===== config.mk =====
export PLATFORM = sky130hd
export DESIGN_NAME = dcsp_top
export DESIGN_NICKNAME = d
export VERILOG_FILES = /design/src/design/dcsp_edge_detect.v /design/src/design/dcsp_out_shift.v /design/src/design/dcsp_top.v
export VERILOG_INCLUDE_DIRS = /design/src /design/src/shared
export SDC_FILE = /design/constraint.sdc
export NUM_CORES = 1
export LEC_CHECK = 0
export ABC_AREA = 1
export BUFFER_PORTS_ARGS = -buffer_cell sky130_fd_sc_hd__buf_2
export CAP_MARGIN = 20
export CORE_AREA = 2 2 94 118
export DETAILED_ROUTE_END_ITERATION = 16
export DIE_AREA = 0 0 96 120
export PLACE_DENSITY = 0.62
export SETUP_SLACK_MARGIN = 0.15
export SLEW_MARGIN = 15
export SYNTH_ARGS = -nofsm -noshare
export SYNTH_HDL_FRONTEND = slang
export SYNTH_SLANG_ARGS = --single-unit

===== constraint.sdc =====
create_clock -name clk -period 1.75 [get_ports clk]
set_input_delay 0.35 -clock clk [delete_from_list [all_inputs] [get_ports clk]]
set_output_delay 0.35 -clock clk [all_outputs]
set_load 0.03 [all_outputs]

===== src/shared/dcsp_defines.vh =====
// constants for the decimator control and serial port block
`ifndef DCSP_DEFINES_VH
`define DCSP_DEFINES_VH

// ==========================================================
// word widths
`define DCSP_RES_W 24
`define DCSP_STAT_W 8
`define DCSP_CFG_W 8
`define DCSP_CNT_W 5

// ==========================================================
// configuration register fields
`define DCSP_CFG_RATE_HI 7
`define DCSP_CFG_RATE_LO 5
`define DCSP_CFG_MOD_HI 4
`define DCSP_CFG_MOD_LO 0
`define DCSP_CFG_RST 8'h00

// ==========================================================
// status register fields
`define DCSP_ST_ERROR 7
`define DCSP_ST_READY 6
`define DCSP_ST_POWER_DOWN 5
`define DCSP_ST_NEEDSYNC 4
`define DCSP_ST_OVR 3
`define DCSP_ST_FILT_ERR 2

// ==========================================================
// modulator clock divider, in master clock edges
`define DCSP_MCLK_DIV 4
`define DCSP_MCLK_DIV_W 2

`endif


===== src/design/dcsp_edge_detect.v =====
// edge detector for inputs already synchronous to the system clock
`timescale 1ns/10ps

module dcsp_edge_detect #(
  parameter WIDTH = 1
) (
  // clock and reset
  input wire clk,
  input wire arst_n,
  input wire ce,
  // sampled level and its edges
  input wire [WIDTH-1:0] level,
  output wire [WIDTH-1:0] rise,
  output wire [WIDTH-1:0] fall
);

  reg [WIDTH-1:0] prev_q;

  // ==========================================================
  // previous level, frozen with the clock enable
  always @(posedge clk or negedge arst_n) begin
    if (!arst_n) begin
      prev_q <= {WIDTH{1'b0}};
    end else if (ce) begin
      prev_q <= level;
    end
  end

  // edges are qualified by ce so a frozen block sees no events
  assign rise = {WIDTH{ce}} & level & ~prev_q;
  assign fall = {WIDTH{ce}} & ~level & prev_q;

endmodule


===== src/design/dcsp_out_shift.v =====
// parallel-load shift register driving the serial data output, msb first
`timescale 1ns/10ps

module dcsp_out_shift #(
  parameter WIDTH = 24
) (
  // clock and reset
  input wire clk,
  input wire arst_n,
  input wire ce,
  // control
  input wire load,
  input wire [WIDTH-1:0] load_data,
  input wire shift,
  // serial bit, registered
  output wire bit_out
);

  reg [WIDTH-1:0] sr_q;

  // ==========================================================
  // load wins over shift so a fresh read never starts one bit late
  always @(posedge clk or negedge arst_n) begin
    if (!arst_n) begin
      sr_q <= {WIDTH{1'b0}};
    end else if (ce) begin
      if (load) begin
        sr_q <= load_data;
      end else if (shift) begin
        sr_q <= {sr_q[WIDTH-2:0], 1'b0};
      end
    end
  end

  assign bit_out = sr_q[WIDTH-1];

endmodule


===== src/design/dcsp_top.v =====
// control logic and serial port of a decimating filter device
// How it works
// - read data leaves msb first, changing on serial clock rising edges
// - register select high returns the result, low returns the status word
// - result ready rises on a new result, falls once a result read completes
// - with chip select high the serial pins are ignored and output floats
// - read/write high starts a read; low floats output and accepts a write
// - write bits msb first on falling edges, shifted in, then loaded into config
// - a modulator or filter error pulls fault low and sets the status error bit
// - fault is open drain only, so several devices can share the wire
// - chip reset clears errors and loads config from the hardware pins
// - power-down halts convolutions and modulator clock, keeps registers and port
// - power-down starts on the first falling master clock edge after request
// - filter input is test data when source select high, else modulator bits
// - sync clears the filter on the first master clock rising edge after it rises
// - a sync in step with the decimation period does not restart convolution
// - modulator clock is the master clock divided by four
// - decimator reset input holds the filter decimator in reset
// - overrange is sampled on master rising edges and raises the fault
// - modulator control: low three bits gain/standby, high two bits input mux
// - mode pin high follows hardware pins, low uses the last serial write
// - rate pins set decimation rate and config bits at reset or in hardware mode
`timescale 1ns/10ps
`include "dcsp_defines.vh"

module dcsp_top (
  // system clock, reset and freeze
  input wire clk,
  input wire arst_n,
  input wire ce,
  // device control pins
  input wire chip_reset,
  input wire decimator_reset,
  input wire power_down,
  input wire sync_in,
  input wire hw_mode,
  input wire [2:0] rate_select_pins,
  input wire [4:0] modulator_control_pins,
  // serial port
  input wire cs_n,
  input wire sclk,
  input wire read_not_write,
  input wire register_select,
  input wire din,
  output reg dout_o,
  output reg dout_oe,
  output reg result_ready,
  // fault line, open drain
  output reg fault_n_o,
  output reg fault_n_oe,
  // modulator side
  input wire master_clock_in,
  input wire modulator_bitstream_in,
  input wire modulator_overrange_in,
  input wire test_data_in,
  input wire filter_source_select,
  output reg modulator_clock_out,
  output reg [4:0] modulator_control_out,
  // filter core side
  input wire result_strobe,
  input wire [23:0] result_data,
  input wire period_start,
  input wire filter_error,
  output reg filter_bit,
  output reg filter_bit_strobe,
  output reg filter_clear,
  output reg decimator_hold,
  output reg convolve_enable,
  output reg [2:0] decimation_rate
);

  // ==========================================================
  // edge detection of the serial clock, master clock and sync input
  wire sclk_rise;
  wire sclk_fall;
  wire mck_rise;
  wire mck_fall;
  wire sync_rise;
  dcsp_edge_detect #(.WIDTH(2)) u_clk_edge (
    .clk(clk),
    .arst_n(arst_n),
    .ce(ce),
    .level({master_clock_in, sclk}),
    .rise({mck_rise, sclk_rise}),
    .fall({mck_fall, sclk_fall})
  );

  dcsp_edge_detect #(.WIDTH(1)) u_sync_edge (
    .clk(clk),
    .arst_n(arst_n),
    .ce(ce),
    .level(sync_in),
    .rise(sync_rise),
    .fall()
  );

  // ==========================================================
  // state registers
  reg [`DCSP_CFG_W-1:0] cfg_sw_q;
  reg [`DCSP_CFG_W-1:0] wr_sr_q;
  reg [`DCSP_CNT_W-1:0] wr_cnt_q;
  reg rd_active_q;
  reg rd_sel_q;
  reg rd_done_q;
  reg [`DCSP_CNT_W-1:0] rd_cnt_q;
  reg error_q;
  reg ovr_q;
  reg filt_err_q;
  reg pd_q;
  reg need_sync_q;
  reg sync_pend_q;
  reg [`DCSP_MCLK_DIV_W-1:0] mck_cnt_q;

  // ==========================================================
  // port qualification
  wire port_on = ~cs_n;
  wire rd_req = port_on & read_not_write;
  wire wr_req = port_on & ~read_not_write;
  wire rd_start = rd_req & ~rd_active_q & ~rd_done_q;
  wire rd_complete = rd_active_q & rd_req & sclk_fall & (rd_cnt_q == (rd_sel_q ? `DCSP_RES_W - 1 : `DCSP_STAT_W - 1));

  // ==========================================================
  // effective configuration: pins in hardware mode, serial word otherwise
  wire [`DCSP_CFG_W-1:0] cfg_pins = {rate_select_pins, modulator_control_pins};
  wire [`DCSP_CFG_W-1:0] cfg_eff = hw_mode ? cfg_pins : cfg_sw_q;

  // ==========================================================
  // status word and read data selection
  wire [`DCSP_STAT_W-1:0] status_word;
  assign status_word[`DCSP_ST_ERROR] = error_q;
  assign status_word[`DCSP_ST_READY] = result_ready;
  assign status_word[`DCSP_ST_POWER_DOWN] = pd_q;
  assign status_word[`DCSP_ST_NEEDSYNC] = need_sync_q;
  assign status_word[`DCSP_ST_OVR] = ovr_q;
  assign status_word[`DCSP_ST_FILT_ERR] = filt_err_q;
  assign status_word[1:0] = 2'h0;

  // status sits in the top bits so both words leave msb first
  wire [`DCSP_RES_W-1:0] rd_word = register_select ? result_data :
                                   {status_word, {(`DCSP_RES_W-`DCSP_STAT_W){1'b0}}};
  wire shift_bit;

  dcsp_out_shift #(.WIDTH(`DCSP_RES_W)) u_out_shift (
    .clk(clk),
    .arst_n(arst_n),
    .ce(ce),
    .load(rd_start),
    .load_data(rd_word),
    .shift(rd_active_q & rd_req & sclk_rise),
    .bit_out(shift_bit)
  );

  // ==========================================================
  // read sequencer: one word per chip select, bit count on falling edges
  always @(posedge clk or negedge arst_n) begin
    if (!arst_n) begin
      rd_active_q <= 1'b0;
      rd_sel_q <= 1'b0;
      rd_done_q <= 1'b0;
      rd_cnt_q <= {`DCSP_CNT_W{1'b0}};
    end else if (ce) begin
      if (!rd_req) begin
        // deselect or turn to write ends the read, finished or not
        rd_active_q <= 1'b0;
        rd_done_q <= 1'b0;
        rd_cnt_q <= {`DCSP_CNT_W{1'b0}};
      end else if (rd_start) begin
        rd_active_q <= 1'b1;
        rd_sel_q <= register_select;
        rd_cnt_q <= {`DCSP_CNT_W{1'b0}};
      end else if (rd_complete) begin
        // extra clocks after the last bit shift nothing; the output stays zero, no reload
        rd_active_q <= 1'b0;
        rd_done_q <= 1'b1;
      end else if (rd_active_q && sclk_fall) begin
        rd_cnt_q <= rd_cnt_q + 1'b1;
      end
    end
  end

  // ==========================================================
  // serial output pin, floated unless a read is selected
  always @(posedge clk or negedge arst_n) begin
    if (!arst_n) begin
      dout_o <= 1'b0;
      dout_oe <= 1'b0;
    end else if (ce) begin
      dout_o <= shift_bit;
      dout_oe <= rd_req;
    end
  end

  // ==========================================================
  // result ready: a new result sets, a completed result read clears
  always @(posedge clk or negedge arst_n) begin
    if (!arst_n) begin
      result_ready <= 1'b0;
    end else if (ce) begin
      if (result_strobe) begin
        result_ready <= 1'b1;
      end else if (rd_complete && rd_sel_q) begin
        result_ready <= 1'b0;
      end
    end
  end

  // ==========================================================
  // write path: shift on falling serial clock, load after a whole word
  always @(posedge clk or negedge arst_n) begin
    if (!arst_n) begin
      wr_sr_q <= {`DCSP_CFG_W{1'b0}};
      wr_cnt_q <= {`DCSP_CNT_W{1'b0}};
      cfg_sw_q <= `DCSP_CFG_RST;
    end else if (ce) begin
      if (chip_reset) begin
        cfg_sw_q <= cfg_pins;
        wr_cnt_q <= {`DCSP_CNT_W{1'b0}};
      end else if (!wr_req) begin
        wr_cnt_q <= {`DCSP_CNT_W{1'b0}};
      end else if (sclk_fall) begin
        wr_sr_q <= {wr_sr_q[`DCSP_CFG_W-2:0], din};
        if (wr_cnt_q == `DCSP_CFG_W - 1) begin
          cfg_sw_q <= {wr_sr_q[`DCSP_CFG_W-2:0], din};
          wr_cnt_q <= {`DCSP_CNT_W{1'b0}};
        end else begin
          wr_cnt_q <= wr_cnt_q + 1'b1;
        end
      end
    end
  end

  // ==========================================================
  // configuration outputs
  always @(posedge clk or negedge arst_n) begin
    if (!arst_n) begin
      modulator_control_out <= 5'h00;
      decimation_rate <= 3'h0;
    end else if (ce) begin
      // bits 2:0 gain or standby code, bits 4:3 input mux
      modulator_control_out <= cfg_eff[`DCSP_CFG_MOD_HI:`DCSP_CFG_MOD_LO];
      decimation_rate <= cfg_eff[`DCSP_CFG_RATE_HI:`DCSP_CFG_RATE_LO];
    end
  end

  // ==========================================================
  // error capture; sticky until chip reset, a new event beats the clear
  always @(posedge clk or negedge arst_n) begin
    if (!arst_n) begin
      error_q <= 1'b0;
      ovr_q <= 1'b0;
      filt_err_q <= 1'b0;
    end else if (ce) begin
      if (mck_rise && modulator_overrange_in) begin
        ovr_q <= 1'b1;
        error_q <= 1'b1;
      end else if (chip_reset) begin
        ovr_q <= 1'b0;
      end
      if (filter_error) begin
        filt_err_q <= 1'b1;
        error_q <= 1'b1;
      end else if (chip_reset) begin
        filt_err_q <= 1'b0;
        if (!(mck_rise && modulator_overrange_in)) begin
          error_q <= 1'b0;
        end
      end
    end
  end

  // ==========================================================
  // fault pin only ever pulls low; the pull-up lives outside this logic
  always @(posedge clk or negedge arst_n) begin
    if (!arst_n) begin
      fault_n_o <= 1'b0;
      fault_n_oe <= 1'b0;
    end else if (ce) begin
      fault_n_o <= 1'b0;
      fault_n_oe <= error_q;
    end
  end

  // ==========================================================
  // power-down and sync bookkeeping, stepped on master clock edges
  always @(posedge clk or negedge arst_n) begin
    if (!arst_n) begin
      pd_q <= 1'b0;
      need_sync_q <= 1'b0;
    end else if (ce) begin
      if (mck_fall) begin
        if (power_down && !pd_q) begin
          pd_q <= 1'b1;
        end else if (!power_down && pd_q) begin
          pd_q <= 1'b0;
          need_sync_q <= 1'b1;
        end
      end
      // the sync that releases the filter is taken at the rising edge
      if (mck_rise && (sync_pend_q || sync_rise) && !pd_q) begin
        need_sync_q <= 1'b0;
      end
    end
  end

  // ==========================================================
  // sync: remembered until the next master rising edge, then cleared
  always @(posedge clk or negedge arst_n) begin
    if (!arst_n) begin
      sync_pend_q <= 1'b0;
      filter_clear <= 1'b0;
    end else if (ce) begin
      filter_clear <= 1'b0;
      if (mck_rise) begin
        sync_pend_q <= 1'b0;
        // a sync aligned to the period start leaves the cycle running
        if ((sync_pend_q || sync_rise) && !period_start) begin
          filter_clear <= 1'b1;
        end
      end else if (sync_rise) begin
        sync_pend_q <= 1'b1;
      end
    end
  end

  // ==========================================================
  // modulator clock divider, stopped during power-down
  always @(posedge clk or negedge arst_n) begin
    if (!arst_n) begin
      mck_cnt_q <= {`DCSP_MCLK_DIV_W{1'b0}};
      modulator_clock_out <= 1'b0;
    end else if (ce) begin
      if (!pd_q && (mck_rise || mck_fall)) begin
        // count both master edges: one output period per DIV master periods
        mck_cnt_q <= mck_cnt_q + 1'b1;
        if (mck_cnt_q == `DCSP_MCLK_DIV - 1) begin
          modulator_clock_out <= ~modulator_clock_out;
        end
      end
    end
  end

  // ==========================================================
  // filter input mux, sampled on master rising edges
  always @(posedge clk or negedge arst_n) begin
    if (!arst_n) begin
      filter_bit <= 1'b0;
      filter_bit_strobe <= 1'b0;
    end else if (ce) begin
      filter_bit_strobe <= mck_rise & ~pd_q;
      if (mck_rise) begin
        filter_bit <= filter_source_select ? test_data_in : modulator_bitstream_in;
      end
    end
  end

  // ==========================================================
  // decimator hold and convolution enable to the filter core
  always @(posedge clk or negedge arst_n) begin
    if (!arst_n) begin
      decimator_hold <= 1'b0;
      convolve_enable <= 1'b0;
    end else if (ce) begin
      decimator_hold <= decimator_reset;
      convolve_enable <= ~pd_q & ~need_sync_q & ~decimator_reset;
    end
  end

endmodule


==> metrics.txt, run 1 <==
CP Capture Type=flip-flop; Routed Wire Length=9130 um; commonest non-fill, non-tap cell in the layout=nand2_1; commonest non-fill, non-tap cells in the layout=nand2_1 (217), dfrtp_1 (81), buf_2 (69), nand3_1 (42), o21ai_0 (41); CTS tree=yes; sequential fraction of the synthesis area=0.497; Final nets=659; area grow syn2layout=20.9%; Num CTS Buffers=9; clk_lat worst skew=330 ps; Rows=42; I/O Buffers=70; Worst Hold Class=in -> reg; register share of total power=0.450; drt wl/cell=12.4 um; leakage power=2.64 nW; IO Count=72; die footprint=0.0115 mm2; first-pass GRT wire length=15900 um; CP arrival=1770 ps; period utilization=0.860; vias in the first global route=3482; initial core utilization=0.390; Final Skew=3.51 ps; Logic pwr share=0.196; Max IR drop VDD=0.000653 V; Cells after Synth=529; Max Slew Vio Count=0; Ys Warns=0; Clock Sinks=81; largest net degree at the start of global routing=36; layout cells sized above 1=0.188; Cell Count, Final, Fillers Out=738; global-route usage over all layers=0.175; Die H=120 um; Max Cap Viol=0; Detailed Place HPWL=6590 um; Fin. Hold Viols=0; CP max-delay cell=dfrtp_1; Core ar.=0.0105 mm2; Worst Path Required=2020 ps; crit path kind=reg -> reg; status=finished clean; Cell Area, Synth=0.00408 mm2; Avg Inst Size Synth=7.72 um2; DR pass1 iterations=4; GRT overflow=0; Residual DRC=0; pwr dens=1070 mW/mm2; setup tns final=0 ps; Fmax=664 MHz; n_diodes=0; hold slack=207 ps; Setup Viol. Count Final=0; Routability Congestion=0.757; total vias in the final route=3479; Internal=3.76 mW; Cell variety after synth=34; CTS root buffer=clkbuf_16; switching part of the total=0.289; Routed Antenna Nets=0; Synth Register Bits=81; fin util=0.472; clk buf depth=2; fill count=1064; critical path's largest stage delay=450 ps; Crit Path Max Fanout=24; die extent in x=96 um; DRT iter0 DRCs=146; crit path cell chain=nor2_4 > nand2_4 > inv_4 > nand2_8 > nand2_2 > buf_12 > nand3_1 > nand2_1; placed cells=721; Clk network pwr share=0.353; CP startpoint kind=flip-flop; Via-to-Cell Ratio=4.71; initial antenna violation count=0; RSZ-0062 raised after global routing=true; syn_nets=586; minimum clock period=1510 ps; Net Switching=1.53 mW; htree depth=3; clock slew at reported path FFs=60 ps
==> critical path: cells and delay by family, from the launching register on <==
kind          cells  cell delay (ps)
flops             1              450
simple gates      6              680
buf+inv           2              300
==> layer usage <==
layer,global-route usage,up-vias,wire length (um)
met1,0.236,1582,4300
li1,-,1809,-
met3,0.0389,6,435
met2,0.276,82,4310
met5,0,-,0
met4,0.0563,0,82
==> flip-flops by register name (all words and copies together) (netlist names), 2 cells and up <==
register	count
wr_cnt_q	5
cfg_sw_q	8
wr_sr_q	7
u_clk_edge.prev_q	2
decimation_rate	3
u_out_shift.sr_q	24
modulator_control_out	5
rd_cnt_q	5
mck_cnt_q	2
==> through the flow <==
stage          total power [mW]  setup WS [ps]  instance area, um2
2_1_floorplan              3.10            488                4080
3_3_place_gp               3.42          -4.27                4590
3_5_place_dp               3.45          -7.39                4590
4_1_cts                    5.36            201                4900
5_1_grt                    5.65            122                4930
6_report                   5.29            245                4930
==> synthesized netlist by cell type, drive strengths merged <==
cell type    n  share of area
a21oi        5         0.0089
a32o         1         0.0025
and3         1         0.0015
buf         15          0.022
clkbuf       6         0.0055
conb         1        0.00092
dfrtp       81           0.50
ha           4          0.012
inv         43          0.040
mux2i        5          0.012
nand2      222           0.21
nand3       46          0.063
nand3b       2         0.0037
nand4        5         0.0077
nor2        38          0.041
o21ai       46          0.057
o221ai       1         0.0021
o22ai        1         0.0015
o31ai        2         0.0037
or2          1         0.0015
xnor2        1         0.0021
xor2         2         0.0043
==> final timing paths <==
check,from,endpoint,slack [ps],cells after the start
min in group asynchronous,arst_n,rd_cnt_q[2]$_DFFE_PN0P_,470,2
max in group asynchronous,arst_n,wr_sr_q[2]$_DFFE_PN0P_,650,3
hold reg to reg,dout_o$_DFFE_PN0P_,dout_o$_DFFE_PN0P_,480,2
hold / removal,period_start,filter_clear$_DFFE_PN0P_,210,2
setup / recovery,rd_active_q$_DFFE_PN0P_,u_out_shift.sr_q[22]$_DFFE_PN0P_,240,8
setup reg to reg,rd_active_q$_DFFE_PN0P_,u_out_shift.sr_q[22]$_DFFE_PN0P_,240,8
==> cell families after synthesis <==
family	after synthesis	share of synthesized area
XOR/XNOR	3	0.00644
multiplexers	5	0.0123
other	1	0.000919
AND/OR/NAND/NOR	315	0.328
buffers and inverters	64	0.0677
AO/OA/AOI/OAI	56	0.0760
adder cells (fa/ha/maj)	4	0.0123
flip-flops	81	0.497
==> cell type report <==
class,instances,area (um2),area share
inverter,43,164,0.0332
timing repair buffer,83,490,0.0994
tap,132,165,0.0335
multi-input combinational,384,1790,0.363
clock buffer,13,260,0.0528
clock inverter,2,37.5,0.00761
sequential,81,2030,0.411
==> power by group through the flow <==
stage               combinational (mW)  sequential [mW]  clock [mW]
finish                            1.04             2.38        1.87
global route                      1.21             2.42        2.02
CTS                               1.05             2.38        1.93
detailed placement                1.04             2.41           0
global placement                  1.02             2.40           0
floorplan                        0.596             2.50           0
==> timing repair <==
| action | in CTS | in global routing |
|---|---|---|
| resized for setup | 0 | 2 |
| setup buffers | 0 | 1 |
| endpoints found under the setup margin | 0 | 27 |
| hold endpoints to repair | 22 | 0 |
| hold buffers | 1 | 0 |
Note: power is estimated with default switching activity, not from simulation.
==> run 2, diff against run 1 <==
ABC_AREA = not set   (was 1)
CORE_AREA = 2 2 91 115   (was 2 2 94 118)
DIE_AREA = 0 0 93 117   (was 0 0 96 120)
PLACE_DENSITY = 0.63   (was 0.62)
==> run 2 against run 1 <==
The run now ends with hold timing left. Critical endpoint is now cfg_sw_q[4]$_DFFE_PN0P_. Die area fell by 5.5%. Wire length is 5.0% lower. Register-to-register slack got worse by 130 ps. Flip-flop and latch count did not move. Final area is 1.2% lower. Clock power is 6% higher. Critical path depth decreased by 2. Clock skew grew 4.0 ps. Total power grew 3.7%.
==> metrics.txt, run 2 <==
status=complete, but fails checks; violated checks=hold timing; htree depth=3; most frequent cell after synthesis=dfrtp_1; CP startpoint=wr_cnt_q[0]$_DFFE_PN0P_; global-route usage over all layers=0.170; Fin. Hold Viols=28; fill count=942; Avg Inst Size Synth=10.5 um2; CP arrival=1840 ps; die extent in x=93 um; largest register by flop count=u_out_shift.sr_q; vias in the first global route=3020; Cell variety after synth=48; Residual DRC=0; total power=5.48 mW; period utilization=0.932; Crit Path Max Fanout=4; I/O Buffers=70; Synth Register Bits=81; drt wl/cell=14.9 um; crit path kind=reg -> reg; Detailed Place HPWL=6120 um; commonest non-fill, non-tap cells in the layout=dfrtp_1 (80), buf_2 (69), nand2_1 (43), nor2_1 (32), mux2_2 (25); crit path cell chain=ha_2 > and4bb_2 > a31oi_4 > nor2_4 > buf_4 > mux2_2; first-pass GRT wire length=14500 um; sequential fraction of the synthesis area=0.525; die footprint=0.0109 mm2; Cell Area, Synth=0.00386 mm2; Internal=3.97 mW; n_diodes=0; minimum clock period=1630 ps; r2r setup slk=120 ps; ys async rst share=1.00; Worst Path Required=1960 ps; switching part of the total=0.276; largest net degree at the start of global routing=39; Num CTS Buffers=9; Cells after Synth=368; clk_lat worst skew=330 ps; register share of total power=0.445; Setup Viol. Count Final=0; worst path bufs/invs=1; Critical R2R Launch=wr_cnt_q[0]$_DFFE_PN0P_; commonest non-fill, non-tap cell in the layout=dfrtp_1; Ys Warns=0; Via-to-Cell Ratio=5.14; DR pass1 iterations=4; Synth area leaders=dfrtp_1 (52%), mux2_2 (8.7%), nand2_1 (4.3%), mux2i_1 (3.9%), nor2_1 (3.2%); largest registers=u_out_shift.sr_q x24, cfg_sw_q x8, wr_sr_q x7; Routed Wire Length=8680 um; CP startpoint kind=flip-flop; hold slack=-9.63 ps; Post-synth EDFFs=0; Final nets=507; critical path's largest stage delay=360 ps; CTS tree=yes; Max IR drop VDD=0.000556 V; DRT iter0 DRCs=109; share of the synthesized area in the top cell type=0.525; prevailing post-synth register cell=dfrtp_1; Clk network pwr share=0.360; initial core utilization=0.392; layout cells sized above 1=0.344; CP max-delay cell=dfrtp_1; total vias in the final route=2997; syn_nets=425; Routed Antenna Nets=0; Routability Congestion=0.841; max FFs per register=24; Max Cap Viol=0; Rows=41; Final Skew=7.50 ps; CTS root buffer=clkbuf_16; Core ar.=0.00985 mm2; clock slew at reported path FFs=60 ps; area grow syn2layout=26.1%; Max Slew Vio Count=0; IO Count=72; Net Switching=1.51 mW; CP Capture Type=flip-flop; Clock Sinks=81; Fmax=613 MHz; Worst Hold Class=in -> async; pwr dens=1130 mW/mm2; initial antenna violation count=0; clk buf depth=2; leakage power=2.28 nW; GRT overflow=0; Die H=117 um; Logic pwr share=0.195; cts-stage hold buffer count=0; Top Family by Delay on Critical Path=simple AND/OR/NAND/NOR gates; Synth top cells by count=dfrtp_1 (81), nand2_1 (44), nor2_1 (33); RSZ-0062 raised after global routing=true; setup tns final=0 ps; cell taking the most area after synthesis=dfrtp_1
## run 2: cell count changes in the layout (fill, tap and decap cells not counted), sizes merged, moves of 4 or more
cell	change
buf	+11
a22o	+7
nor2	-4
a21oi	+7
mux2	+30
a31oi	+19
o21ai	-20
nand2	-178
nand3	-24
nand2b	+4
inv	-35
mux2i	+10
## run 2: worst register-to-register path: stages, from the launching register on
cell and delay (ps):
dfrtp_1 360, ha_2 190, and4bb_2 270, a31oi_4 100, nor2_4 150, buf_4 130
mux2_2 320
## run 2: final cells by class
type	count	area, um2	area share
Inverter	8	30.0	0.00616
Tap cell	129	161	0.0331
Multi-Input combinational cell	257	1770	0.364
Timing Repair Buffer	93	571	0.117
Clock buffer	12	246	0.0506
Clock inverter	3	65.1	0.0134
Sequential cell	81	2030	0.416
## run 2: kinds of logic after synthesis
kind of cell,Yosys count,synth area share
AND/OR/NAND/NOR,125,0.161
flip-flops,81,0.525
AO/OA/AOI/OAI,77,0.130
multiplexers,45,0.126
buffers and inverters,30,0.0334
XOR/XNOR,5,0.0113
adder cells (fa/ha/maj),4,0.0130
other,1,0.000971
## run 2: worst paths after layout
kind                                              endpoint  cells after the start
max in group asynchronous             rd_sel_q$_DFFE_PN0P_                      2
min reg2reg                modulator_clock_out$_DFFE_PN0P_                      1
max                                cfg_sw_q[4]$_DFFE_PN0P_                      6
max reg2reg                        cfg_sw_q[4]$_DFFE_PN0P_                      6
min in group clk                  filter_clear$_DFFE_PN0P_                      2
min                        u_out_shift.sr_q[3]$_DFFE_PN0P_                      1
## run 2: power by group through the flow
stage,combinational [mW],sequential (mW),clock (mW)
floorplan,0.594,2.54,0
global placement,1.03,2.45,0
detailed placement,1.07,2.46,0
CTS,1.08,2.44,2.03
global route,1.20,2.48,2.10
finish,1.07,2.44,1.98
## run 2: per-layer routing
layer  track usage  wire, um  vias up
met5             0         0        -
li1              -         -     1465
met1         0.220      3910     1438
met3        0.0339       483       10
met4        0.0667       136        0
met2         0.282      4140       84
## run 2: stage by stage
stage	util	cells	area [um2]	worst slack (ps)	hold slack, ps
after floorplan	-	368	3890	141	54.4
after global placement	0.453	560	4460	50.9	363
after detailed placement	0.453	560	4460	10.3	358
after CTS	0.491	581	4840	134	5.45
after global routing	0.495	583	4870	53.8	14.3
final	0.495	583	4870	118	-9.63
## run 2: timing repair
action / in CTS / in global routing
setup endpoints to repair: 16 / 35
gates resized for setup: 4 / 8
pin swaps: 2 / 1
hold endpoints to repair: 0 / 0
buffers inserted: 6 / 2
